==> config.mk <==
export PLATFORM = sky130hd
export DESIGN_NAME = dpdiag_top
export DESIGN_NICKNAME = d
export VERILOG_FILES = /design/src/hdl/dpdiag_pkg.sv /design/src/hdl/dpdiag_top.sv
export VERILOG_INCLUDE_DIRS = /design/src /design/src/hdl
export SDC_FILE = /design/constraint.sdc
export NUM_CORES = 1
export LEC_CHECK = 0
export ABC_AREA = 1
export BUFFER_PORTS_ARGS = -buffer_cell sky130_fd_sc_hd__buf_2
export CAP_MARGIN = 20
export CELL_PAD_IN_SITES_DETAIL_PLACEMENT = 2
export CELL_PAD_IN_SITES_GLOBAL_PLACEMENT = 2
export CORE_UTILIZATION = 30
export DETAILED_ROUTE_END_ITERATION = 7
export PLACE_DENSITY_LB_ADDON = 0.1
export SETUP_SLACK_MARGIN = 0.2
export SYNTH_ARGS = -nofsm -noshare
export SYNTH_HDL_FRONTEND = slang
export SYNTH_SLANG_ARGS = --single-unit
==> constraint.sdc <==
create_clock -name pclk -period 2.6 [get_ports pclk]
set_clock_uncertainty 0.1 [all_clocks]
set_input_delay 0.39 -clock pclk [delete_from_list [all_inputs] [get_ports pclk]]
set_output_delay 0.39 -clock pclk [all_outputs]
set_load 0.005 [all_outputs]
==> src/hdl/dpdiag_defs.svh <==
// Offsets, field positions, reset values and fixed codes of the diagnostic block
`ifndef DPDIAG_DEFS_SVH
`define DPDIAG_DEFS_SVH
`define DPD_OFS_DIAG_STAT 8'h00
`define DPD_OFS_USER_LO 8'h04
`define DPD_OFS_USER_HI 8'h08
`define DPD_OFS_COMM_STAT 8'h0C
`define DPD_OFS_CTRL 8'h10
`define DPD_RST_BYTE 8'h00
`define DPD_RST_WORD 32'h0000_0000
`define DPD_BIT_VALID 0
`define DPD_BIT_DELETE 1
`define DPD_STAT_IGNORE 8'h03
`define DPD_NO_MASTER 8'hFF
`define DPD_DEV_HDR 8'h0A
`define DPD_MSG_USER 8'h40
`define DPD_MSG_NONE 8'h00
`define DPD_PRM_MAX 8'h1F
`define DPD_LAST_IDX 4'hF
`define DPD_IDX_ZERO 4'h0
`define DPD_IDENT_DEFAULT 16'h5AA5 // Arbitrary value
`define DPD_CFG_CLR 0
`define DPD_ST0_NOT_READY 1
`define DPD_ST0_CFG_BAD 2
`define DPD_ST0_EXT_DIAG 3
`define DPD_ST0_UNSUPP 4
`define DPD_ST0_PRM_BAD 6
`define DPD_ST1_NEED_PRM 0
`define DPD_ST1_STAT_DIAG 1
`define DPD_ST1_FIXED_ONE 2
`define DPD_ST1_WD_ON 3
`define DPD_ST1_FREEZE 4
`define DPD_ST1_SYNC 5
`define DPD_ST2_OVERFLOW 7
`define DPD_CS0_CLEAR 0
`define DPD_CS0_PRM_FOUND 1
`define DPD_CS0_WD_ON 2
`define DPD_CS0_XFER 3
`define DPD_CS1_PRM_BAD 0
`define DPD_CS1_CFG_BAD 1
`define DPD_CS1_WD_EXP 2
`define DPD_CS1_HW_FAIL 3
`define DPD_CS1_DATA_EXCH 4
`define DPD_USER_TEL_BASE 11
`define DPD_USER_BYTES 5
`define DPD_TEL_BYTES 16
`endif

==> src/hdl/dpdiag_pkg.sv <==
// Types shared by the diagnostic telegram block
package dpdiag_pkg;
    typedef enum logic [0:0] {
        DPD_IDLE = 1'b0,
        DPD_SEND = 1'b1
    } dpdiag_state_t;
    typedef logic [7:0] dpdiag_byte_t;
endpackage

==> src/hdl/dpdiag_top.sv <==
// Diagnostic telegram framer with CPU-visible diagnostic block and status area
//
// Our own choices: register access over APB and the register offsets.
`include "dpdiag_defs.svh"

module dpdiag_top
    import dpdiag_pkg::*;
#(
    parameter logic [15:0] IDENT_NO = `DPD_IDENT_DEFAULT // Arbitrary value
) (
    input wire logic pclk,
    input wire logic presetn,
    input wire logic psel,
    input wire logic penable,
    input wire logic pwrite,
    input wire logic [7:0] paddr,
    input wire logic [31:0] pwdata,
    input wire logic [3:0] pstrb,
    output logic [31:0] prdata,
    output logic pready,
    output logic pslverr,
    input wire logic diag_req,
    input wire logic not_ready,
    input wire logic ext_diag,
    input wire logic unsupported,
    input wire logic need_prm,
    input wire logic stat_diag,
    input wire logic freeze_held,
    input wire logic sync_held,
    input wire logic diag_overflow,
    input wire logic prm_done,
    input wire logic [7:0] master_addr,
    input wire logic [7:0] dev_err_code,
    input wire logic [7:0] prm_len_decl,
    input wire logic [7:0] prm_rx_count,
    input wire logic prm_found,
    input wire logic wd_active,
    input wire logic xfer_active,
    input wire logic cfg_mismatch,
    input wire logic wd_expired,
    input wire logic hw_fail,
    input wire logic data_exch,
    output logic buf_clear,
    output logic tx_valid,
    output logic [7:0] tx_byte,
    output logic tx_last,
    input wire logic tx_ready
);

    logic [7:0] diag_status_byte_ff;
    logic [7:0] nxt_diag_status_byte;
    logic [39:0] user_diag_bytes_ff;
    logic [39:0] nxt_user_diag_bytes;
    logic user_valid_ff;
    logic clear_data_ff;
    logic err_prev_ff;
    logic pend_ff;
    logic buf_clear_ff;
    logic [31:0] prdata_ff;
    dpdiag_state_t state_ff;
    dpdiag_state_t nxt_state;
    logic [3:0] idx_ff;
    logic [7:0] tel_ff [0:15];
    logic [7:0] tel [0:15];
    logic [7:0] tx_byte_ff;
    logic [7:0] comm_status_low;
    logic [7:0] comm_status_high;
    logic acc;
    logic wr;
    logic rd;
    logic hit_stat;
    logic hit_lo;
    logic hit_hi;
    logic hit_comm;
    logic hit_ctrl;
    logic mapped;
    logic prm_bad;
    logic err_any;
    logic err_rise;
    logic start_diag;
    logic del_diag;
    logic start_send;
    logic done_send;
    logic wr_stat;
    logic stat_ignored;
    logic clr_wr;
    logic advance;
    logic [7:0] msg_code;

    // APB decode
    assign acc = psel & penable;
    assign wr = acc & pwrite;
    assign rd = acc & ~pwrite;
    assign hit_stat = (paddr == `DPD_OFS_DIAG_STAT);
    assign hit_lo = (paddr == `DPD_OFS_USER_LO);
    assign hit_hi = (paddr == `DPD_OFS_USER_HI);
    assign hit_comm = (paddr == `DPD_OFS_COMM_STAT);
    assign hit_ctrl = (paddr == `DPD_OFS_CTRL);
    assign mapped = hit_stat | hit_lo | hit_hi | hit_comm | hit_ctrl;
    assign pready = 1'b1;
    assign pslverr = acc & ~mapped;

    // Parameter length check
    assign prm_bad = (prm_len_decl != prm_rx_count) | (prm_rx_count > `DPD_PRM_MAX);
    // Error condition seen by the send logic
    assign err_any = prm_bad | cfg_mismatch | wd_expired | hw_fail | ~xfer_active;
    assign err_rise = err_any & ~err_prev_ff;

    // Status byte write decode
    assign wr_stat = wr & hit_stat & pstrb[0];
    assign nxt_diag_status_byte = wr_stat ? pwdata[7:0] : diag_status_byte_ff;
    assign stat_ignored = (nxt_diag_status_byte == `DPD_STAT_IGNORE);
    assign start_diag = wr_stat & ~stat_ignored
        & nxt_diag_status_byte[`DPD_BIT_VALID]
        & ~diag_status_byte_ff[`DPD_BIT_VALID];
    assign del_diag = wr_stat & ~stat_ignored
        & nxt_diag_status_byte[`DPD_BIT_DELETE];

    // User byte lanes; byte five sits alone in the upper word
    always_comb begin
        nxt_user_diag_bytes = user_diag_bytes_ff;
        if (wr & hit_lo) begin
            for (int i = 0; i < 4; i++) begin
                if (pstrb[i]) begin
                    nxt_user_diag_bytes[8*i +: 8] = pwdata[8*i +: 8];
                end
            end
        end
        if (wr & hit_hi & pstrb[0]) begin
            nxt_user_diag_bytes[39:32] = pwdata[7:0];
        end
    end

    // Six-byte diagnostic block held for software
    always_ff @(posedge pclk or negedge presetn) begin
        if (!presetn) begin
            diag_status_byte_ff <= `DPD_RST_BYTE;
            user_diag_bytes_ff <= 40'h00_0000_0000;
        end else begin
            diag_status_byte_ff <= nxt_diag_status_byte;
            user_diag_bytes_ff <= nxt_user_diag_bytes;
        end
    end

    // User diagnostic validity used for the message code
    always_ff @(posedge pclk or negedge presetn) begin
        if (!presetn) begin
            user_valid_ff <= 1'b0;
        end else if (start_diag) begin
            user_valid_ff <= 1'b1;
        end else if (del_diag) begin
            user_valid_ff <= 1'b0;
        end
    end

    // Error edge and buffer clear pulse
    always_ff @(posedge pclk or negedge presetn) begin
        if (!presetn) begin
            err_prev_ff <= 1'b0;
            buf_clear_ff <= 1'b0;
        end else begin
            err_prev_ff <= err_any;
            buf_clear_ff <= err_rise;
        end
    end
    assign buf_clear = buf_clear_ff;

    // Clear-data flag; a new error wins over a software clear
    assign clr_wr = wr & hit_ctrl & pstrb[0] & pwdata[`DPD_CFG_CLR];
    always_ff @(posedge pclk or negedge presetn) begin
        if (!presetn) begin
            clear_data_ff <= 1'b0;
        end else if (err_rise) begin
            clear_data_ff <= 1'b1;
        end else if (clr_wr) begin
            clear_data_ff <= 1'b0;
        end
    end

    // Communication status area
    always_comb begin
        comm_status_low = `DPD_RST_BYTE;
        comm_status_low[`DPD_CS0_CLEAR] = clear_data_ff;
        comm_status_low[`DPD_CS0_PRM_FOUND] = prm_found;
        comm_status_low[`DPD_CS0_WD_ON] = wd_active;
        comm_status_low[`DPD_CS0_XFER] = xfer_active;
        comm_status_high = `DPD_RST_BYTE;
        comm_status_high[`DPD_CS1_PRM_BAD] = prm_bad;
        comm_status_high[`DPD_CS1_CFG_BAD] = cfg_mismatch;
        comm_status_high[`DPD_CS1_WD_EXP] = wd_expired;
        comm_status_high[`DPD_CS1_HW_FAIL] = hw_fail;
        comm_status_high[`DPD_CS1_DATA_EXCH] = data_exch;
    end

    // Register read data
    always_ff @(posedge pclk or negedge presetn) begin
        if (!presetn) begin
            prdata_ff <= `DPD_RST_WORD;
        end else if (psel & ~penable & ~pwrite) begin
            case (paddr)
                `DPD_OFS_DIAG_STAT: begin
                    prdata_ff <= {24'h00_0000, diag_status_byte_ff};
                end
                `DPD_OFS_USER_LO: begin
                    prdata_ff <= user_diag_bytes_ff[31:0];
                end
                `DPD_OFS_USER_HI: begin
                    prdata_ff <= {24'h00_0000, user_diag_bytes_ff[39:32]};
                end
                `DPD_OFS_COMM_STAT: begin
                    prdata_ff <= {16'h0000, comm_status_high, comm_status_low};
                end
                `DPD_OFS_CTRL: begin
                    prdata_ff <= {24'h00_0000, 7'h00, clear_data_ff};
                end
                default: begin
                    prdata_ff <= `DPD_RST_WORD;
                end
            endcase
        end
    end
    assign prdata = rd ? prdata_ff : `DPD_RST_WORD;

    // Device message code: an error code wins over the user diagnostic mark
    always_comb begin
        if (dev_err_code != `DPD_MSG_NONE) begin
            msg_code = dev_err_code;
        end else if (user_valid_ff | start_diag) begin
            msg_code = `DPD_MSG_USER;
        end else begin
            msg_code = `DPD_MSG_NONE;
        end
    end

    // Telegram contents
    always_comb begin
        tel[0] = `DPD_RST_BYTE;
        tel[0][`DPD_ST0_NOT_READY] = not_ready;
        tel[0][`DPD_ST0_CFG_BAD] = cfg_mismatch;
        tel[0][`DPD_ST0_EXT_DIAG] = ext_diag;
        tel[0][`DPD_ST0_UNSUPP] = unsupported;
        tel[0][`DPD_ST0_PRM_BAD] = prm_bad;
        tel[1] = `DPD_RST_BYTE;
        tel[1][`DPD_ST1_NEED_PRM] = need_prm;
        tel[1][`DPD_ST1_STAT_DIAG] = stat_diag;
        tel[1][`DPD_ST1_FIXED_ONE] = 1'b1;
        tel[1][`DPD_ST1_WD_ON] = wd_active;
        tel[1][`DPD_ST1_FREEZE] = freeze_held;
        tel[1][`DPD_ST1_SYNC] = sync_held;
        tel[2] = `DPD_RST_BYTE;
        tel[2][`DPD_ST2_OVERFLOW] = diag_overflow;
        tel[3] = prm_done ? master_addr : `DPD_NO_MASTER;
        tel[4] = IDENT_NO[15:8];
        tel[5] = IDENT_NO[7:0];
        tel[6] = `DPD_DEV_HDR;
        tel[7] = msg_code;
        tel[8] = `DPD_RST_BYTE;
        tel[9] = `DPD_RST_BYTE;
        tel[10] = `DPD_RST_BYTE;
        for (int i = 0; i < `DPD_USER_BYTES; i++) begin
            tel[`DPD_USER_TEL_BASE + i] = user_diag_bytes_ff[8*i +: 8];
        end
    end

    // Send sequencing
    assign start_send = (state_ff == DPD_IDLE) & (pend_ff | diag_req | err_rise | start_diag);
    assign done_send = (state_ff == DPD_SEND) & tx_ready & (idx_ff == `DPD_LAST_IDX);

    always_comb begin
        nxt_state = state_ff;
        case (state_ff)
            DPD_IDLE: begin
                if (start_send) begin
                    nxt_state = DPD_SEND;
                end
            end
            DPD_SEND: begin
                if (done_send) begin
                    nxt_state = DPD_IDLE;
                end
            end
            default: begin
                nxt_state = DPD_IDLE;
            end
        endcase
    end

    // Requests arriving while busy are kept; a new one wins over the clear
    always_ff @(posedge pclk or negedge presetn) begin
        if (!presetn) begin
            pend_ff <= 1'b0;
        end else if ((state_ff == DPD_SEND) & (diag_req | err_rise | start_diag)) begin
            pend_ff <= 1'b1;
        end else if (start_send) begin
            pend_ff <= 1'b0;
        end
    end

    // A byte is taken and more remain
    assign advance = (state_ff == DPD_SEND) & tx_ready & ~done_send;

    // Send state register
    always_ff @(posedge pclk or negedge presetn) begin
        if (!presetn) begin
            state_ff <= DPD_IDLE;
        end else begin
            state_ff <= nxt_state;
        end
    end

    // Byte index within the telegram
    always_ff @(posedge pclk or negedge presetn) begin
        if (!presetn) begin
            idx_ff <= `DPD_IDX_ZERO;
        end else if (start_send) begin
            idx_ff <= `DPD_IDX_ZERO;
        end else if (advance) begin
            idx_ff <= idx_ff + 4'h1;
        end
    end

    // Outgoing byte register, held until the sink takes it
    always_ff @(posedge pclk or negedge presetn) begin
        if (!presetn) begin
            tx_byte_ff <= `DPD_RST_BYTE;
        end else if (start_send) begin
            tx_byte_ff <= tel[0];
        end else if (advance) begin
            tx_byte_ff <= tel_ff[idx_ff + 4'h1];
        end
    end

    // Snapshot of the telegram so it stays consistent while it goes out
    always_ff @(posedge pclk or negedge presetn) begin
        if (!presetn) begin
            for (int i = 0; i < `DPD_TEL_BYTES; i++) begin
                tel_ff[i] <= `DPD_RST_BYTE;
            end
        end else if (start_send) begin
            for (int i = 0; i < `DPD_TEL_BYTES; i++) begin
                tel_ff[i] <= tel[i];
            end
        end
    end

    assign tx_valid = (state_ff == DPD_SEND);
    assign tx_byte = tx_byte_ff;
    assign tx_last = (state_ff == DPD_SEND) & (idx_ff == `DPD_LAST_IDX);

endmodule // dpdiag_top
# Word-level counts from Yosys, hierarchy flattened
# Cells that the tools add are included.
# classes
n_addsub,1
n_lt_le_gt_ge,2
n_eq_ne,7
mux,22
bitwise,50
reduce_logical,10
# ops
cell,count
$pmux 32 s5,1
$mux 8,7
$bmux 8 s4,1
$mux 32,1
$and 1x1->1,25
$eq 8x4->1 const B,2
$or 1x1->1,15
$not 1->1,9
$eq 8x2->1 const B,1
$eq 8x3->1 const B,1
$eq 8x5->1 const B,1
$gt 8x5->1 const B,1
$logic_not 8->1,1
$mux 1,8
$mux 4,2
$ne 8x8->1,1
$reduce_and 2->1,4
$reduce_bool 2->1,4
$reduce_bool 8->1,1
$mux 7,1
$ge 5x5->1 const B,1
$not 4->5,1
$add 4x1->4 const B,1
$eq 4x4->1 const B,1
$pmux 1 s2,1
# totals
regBits,168
output_inout_bits,45
elab_cells,119

# Depth between registers and ports, before layout
# depth
ltp_word,14
mapped_depth,17

# Least setup slack after synthesis
# Ideal clock, no wire load.
# synth_timing
kind,input-to-reg
start,in paddr[7]
end,"reg tx_byte_ff[3], in the netlist tx_byte[3]"
setup_ns,0.125
t_arrival_ns,1.866
t_required_ns,2.375
setup_slack_ns,0.509
stages,16
path_buffers,2
path_cell_list,nor2_1 nand2_1 nor2_4 buf_6 nand3_1 nand2_1 nand2_1 nor2_2 nand2_1 nand2_2 nand2_2 nand2_4 inv_2 buf_2 nand2_1 nand3_1
# synth_via
elab_chain_len,12
word_cells_on_any_way,13
# synth_rtl
item,line,rtl
start: declaration,dpdiag_top.sv:16,"input wire logic [7:0] paddr,"
$logic_not 8->1 *,-,
$and 1x1->1 * (2 in series),dpdiag_top.sv:110,assign wr_stat = wr & hit_stat & pstrb[0];
$mux 8,dpdiag_top.sv:111,assign nxt_diag_status_byte = wr_stat ? pwdata[7:0] : diag_status_byte_ff;
$eq 8x2->1 (no source line),-,
$not 1->1,dpdiag_top.sv:113,assign start_diag = wr_stat & ~stat_ignored
$and 1x1->1,dpdiag_top.sv:113,
$and 1x1->1 * (2 in series),dpdiag_top.sv:113,
$or 1x1->1 *,dpdiag_top.sv:266,assign start_send = (state_ff == DPD_IDLE) & (pend_ff | diag_req | err_rise | start_diag);
$and 1x1->1 *,dpdiag_top.sv:266,
$mux 8 / $reduce_bool 2->1 (equally long branches),-,
end signal: assignment,dpdiag_top.sv:325,tx_byte_ff <= `DPD_RST_BYTE;
end signal: assignment,dpdiag_top.sv:327,tx_byte_ff <= tel[0];
end signal: assignment,dpdiag_top.sv:329,tx_byte_ff <= tel_ff[idx_ff + 4'h1];
end: declaration,dpdiag_top.sv:65,logic [7:0] tx_byte_ff;
# Every way passes the cells marked *; elsewhere a longest branch is shown, timed or not.
# A chain may end at the register's enable or synchronous reset.

# Worst setup path after layout
# layout_timing
start,in penable
end,reg tel_ff[9] (netlist name)
# layout_via
elab_chain_len,12
# layout_rtl
item,line,rtl
start: declaration,dpdiag_top.sv:14,"input wire logic penable,"
$and 1x1->1 *,dpdiag_top.sv:91,assign acc = psel & penable;
$and 1x1->1 *,dpdiag_top.sv:92,assign wr = acc & pwrite;
$and 1x1->1 * (2 in series),dpdiag_top.sv:110,
$mux 8,dpdiag_top.sv:111,
$eq 8x2->1 (no source line),-,
$not 1->1,dpdiag_top.sv:113,
$and 1x1->1,dpdiag_top.sv:113,
$and 1x1->1 * (2 in series),dpdiag_top.sv:113,
$or 1x1->1 *,dpdiag_top.sv:266,
$and 1x1->1 *,dpdiag_top.sv:266,
end signal: indexed assignment,dpdiag_top.sv:337,tel_ff[i] <= `DPD_RST_BYTE;
end signal: indexed assignment,dpdiag_top.sv:341,tel_ff[i] <= tel[i];
end: declaration,dpdiag_top.sv:63,logic [7:0] tel_ff [0:15];
# Marks and branches as above.

==> impl_results.md <==
- Synth top area share: 54.23%
- Leakage: 4.868 nW
- Setup_tns: 0 ns
- Final HPWL from detailed placement: 18.64 mm
- Top post-synthesis cells by area: dfrtp_1, nand2_1, o21ai_0, inv_1, nor2_1
- Max_cap viols: 0
- GRT Residual Overflow: 0
- Avg Cell Area, Syn: 8.149 um2
- Maximum clock frequency: 0.4540 GHz
- Final Hold Fails: 0
- R2r endpoint: tx_byte[1]
- Area grow syn2layout: 25.40%
- Area leader, netlist: dfrtp_1
- Asr flop ratio synth: 100.0%
- Power density over the cells: 997.5 mW/mm2
- Post-DRT Antenna Nets: 0
- DRC viols: 0
- Buffers & Inverters on Critical Path: 3
- DR vias/cell: 4.784
- Post-Synthesis Cells: 940
- YS warnings: 0
- Post-route cell area: 0.009605 mm2
- Outcome: complete, no violations
- Diodes inserted: 0
- Worst-path fanout max: 22
- Sequential power share: 36.1%
- Drt initial violations: 254
- Critical Path Start Type: input pin
- Critical path required time: 2.79 ns
- Internal cell power: 5.996 mW
- Nets: 1,195
- Clock power share: 29.4%
- Longest Clk Path Bufs: 2
- Worst-margin pin slew: 0.6564 ns
- Initial Util: 30.51%
- Setup CP Type: input pin to flop
- Die Width: 161.8 um
- Most used cell, CP: nand2_1
- Finished Layout Cells: 1,438
- Net Sw Power: 3.585 mW
- Slowest cell on crit path: nor2_4
- Global-route wire length before repair: 40.47 mm
- Share of total power in combinational logic: 34.5%
- Post-route setup slack: 0.3975 ns
- Clk slew on worst S/H paths: 0.07 ns
- Switching share of power: 37.42%
- Critical Path, Cell by Cell: buf_2 > nand3_1 > nor2_4 > nand2_2 > nand2_1 > nand2_1 > nand2_1 > nor2_2 > nand2_1 > nand2_2 > nand2_2 > nand2_4 > buf_12 > buf_12 > nand2_1 > o21ai_0
- Number of global-route vias before repair: 7,382
- Crit path to: tel_ff[9]
- Setup crit start: penable
- Gpl congestion: 0.7704
- Pre-CTS setup slack: 0.0004439 ns
- Worst path depth: 16
- Crit share post-route: 84.71%
- IO Pins: 144
- Final wirelength: 24.94 mm
- Latest clock arrival within the worst-skew pair: 0.43 ns
- Library cells used by synthesis: 35
- Routed via count: 6,880
- Worst Path Arrival: 2.40 ns
- Maximum VDD drop: 478.1 uV
- Placed cell areas: 0.008935 mm2
- Area of the mapped netlist: 0.007660 mm2
- Row count: 58
- Reg-to-Reg Start: idx_ff[0]
- Total CTS buffers: 17
- Crit path largest cell delay: 0.30 ns
- Yosys reg bits: 166
- Clk root buf: clkbuf_16
- Delay-heaviest family, CP: simple AND/OR/NAND/NOR gates
- Tot GR Track Use: 19.99%
- First drt pass iteration count: 4
- Slew margin rel.: 56.24%
- Most numerous cell in the Yosys netlist: nand2_1
- Placed cells: 1,403
- Initial antenna violation count: 0
- Post-synthesis sequential area ratio: 54.23%
- Die height: 161.8 um
- Hold WC Path Type: input pin to flop
- Clock Sinks: 166
- # setup viols final: 0
- Top FF cell, synth: dfrtp_1
- Reg2reg path depth: 11
- Core area: 0.02511 mm2
- Hold Crit Start: diag_overflow
- Port bufs: 142
- Number of synthesized flops with an enable pin: 0
- Synth top cells by count: nand2_1, dfrtp_1, inv_1, o21ai_0, nor2_1
- RSZ-0062 raised after global routing: no
- Tmin final: 2.202 ns
- Critical path endpoint category: flop
- Share of cells above drive strength 1: 20.85%
- Per-cell routed wire length: 17.34 um
- Syn_nets: 1,040
- Die footprint: 0.02618 mm2
- Max-slew violations: 0
- Pin count of the biggest net entering global routing: 54
- Fin Hold WS: 0.05377 ns
- Worst R2R Setup Slack: 0.48 ns
- TritonCTS clock tree: done
- CTS HTree Levels: 4
-- per-layer routing --
layer	vias up	track usage [%]	share of wire, %
li1	3328	-	-
met1	3428	26.57	46
met5	-	0	0
met3	17	3.218	2.9
met4	0	4.331	1.0
met2	107	34.12	50
-- power groups by stage --
stage	clock network, mW	logic, mW	registers [mW]
finish	2.82	3.31	3.45
global route	3.00	3.73	3.51
CTS	2.89	3.37	3.46
detailed placement	0	3.33	3.50
global placement	0	3.22	3.49
floorplan	0	2.11	3.36
-- state kept, by name, indices dropped and copies added, names as in the netlist --
signal and count:
idx_ff 4, tx_byte 8, err_prev_ff 1, pend_ff 1
buf_clear 1, prdata_ff 32, user_diag_bytes_ff 40, user_valid_ff 1
tel_ff 68, diag_status_byte_ff 8, tx_valid 1, clear_data_ff 1
-- final cells by class --
| class | instances | area (um2) |
|---|---|---|
| Clock buffer | 17 | 425.4 |
| Fill cell | 2973 | 15500 |
| Tap cell | 330 | 412.9 |
| Multi-Input combinational cell | 608 | 2828 |
| Inverter | 121 | 454.2 |
| Sequential cell | 166 | 4154 |
| Timing Repair Buffer | 181 | 1112 |
| Clock inverter | 15 | 219.0 |
-- worst reg2reg max path: cells and delay by family (launching register included) --
family                 cells  cell delay (ns)
buffers and inverters      2             0.50
AND/OR/NAND/NOR            5             0.44
flip-flops                 1             0.35
AO/OA/AOI/OAI              3             0.34
XOR/XNOR                   1             0.32
-- worst min path at each step --
stage | to | slack [ns] | cells past startpoint
finish | tel_ff[111] | 0.05 | 3
floorplan | buf_clear | -0.006 | 0
detailed placement | prdata_ff[28] | 0.23 | 1
CTS | tel_ff[111] | 0.04 | 3
global placement | prdata_ff[28] | 0.23 | 1
global route | tel_ff[111] | 0.05 | 3
-- layout by cell type, fill, tap and decap left out, types with 3 or more instances in the layout --
cell type	netlist	layout
nor2_1	85	85
o221ai_1	3	3
clkinv_4	0	4
buf_4	1	30
nand2_2	3	4
nor4_1	3	3
inv_8	0	3
buf_12	0	8
inv_1	120	119
nand4_1	3	3
nand2_1	238	237
nor2_2	3	4
a21oi_1	49	49
o21ai_0	97	97
bufinv_16	0	4
xor2_1	3	3
nand3_1	36	36
nor2_4	3	3
nor3_1	7	6
clkbuf_16	0	17
dfrtp_1	166	166
o21ai_1	20	20
a31oi_1	4	4
o22ai_1	31	31
a32o_1	4	4
buf_2	7	141
-- repair_timing --
| action | 4_1_cts | 5_1_grt |
|---|---|---|
| gates resized for setup | 0 | 2 |
| setup buffers | 0 | 1 |
| hold buffers | 1 | 0 |
| endpoints found under the setup margin | 0 | 3 |
| hold endpoints to repair | 37 | 0 |
-- metrics by stage --
| stage | total power [mW] | utilization (%) |
|---|---|---|
| finish | 9.581 | 38.25 |
| global route | 10.25 | 38.25 |
| CTS | 9.723 | 38.19 |
| floorplan | 5.473 | - |
| detailed placement | 6.828 | 35.58 |
| global placement | 6.716 | 35.58 |
-- kinds of logic after synthesis --
logic type	Yosys count	synth area share, %
buffers and inverters	167	9.131
adders and majority gates	1	0.1633
DFF	166	54.23
AOI/OAI and AO/OA	215	15.32
other	1	0.04896
and+or+nand+nor	385	20.53
xor gates and xnor gates	5	0.5718
Note: power is estimated with default switching activity, not from simulation.
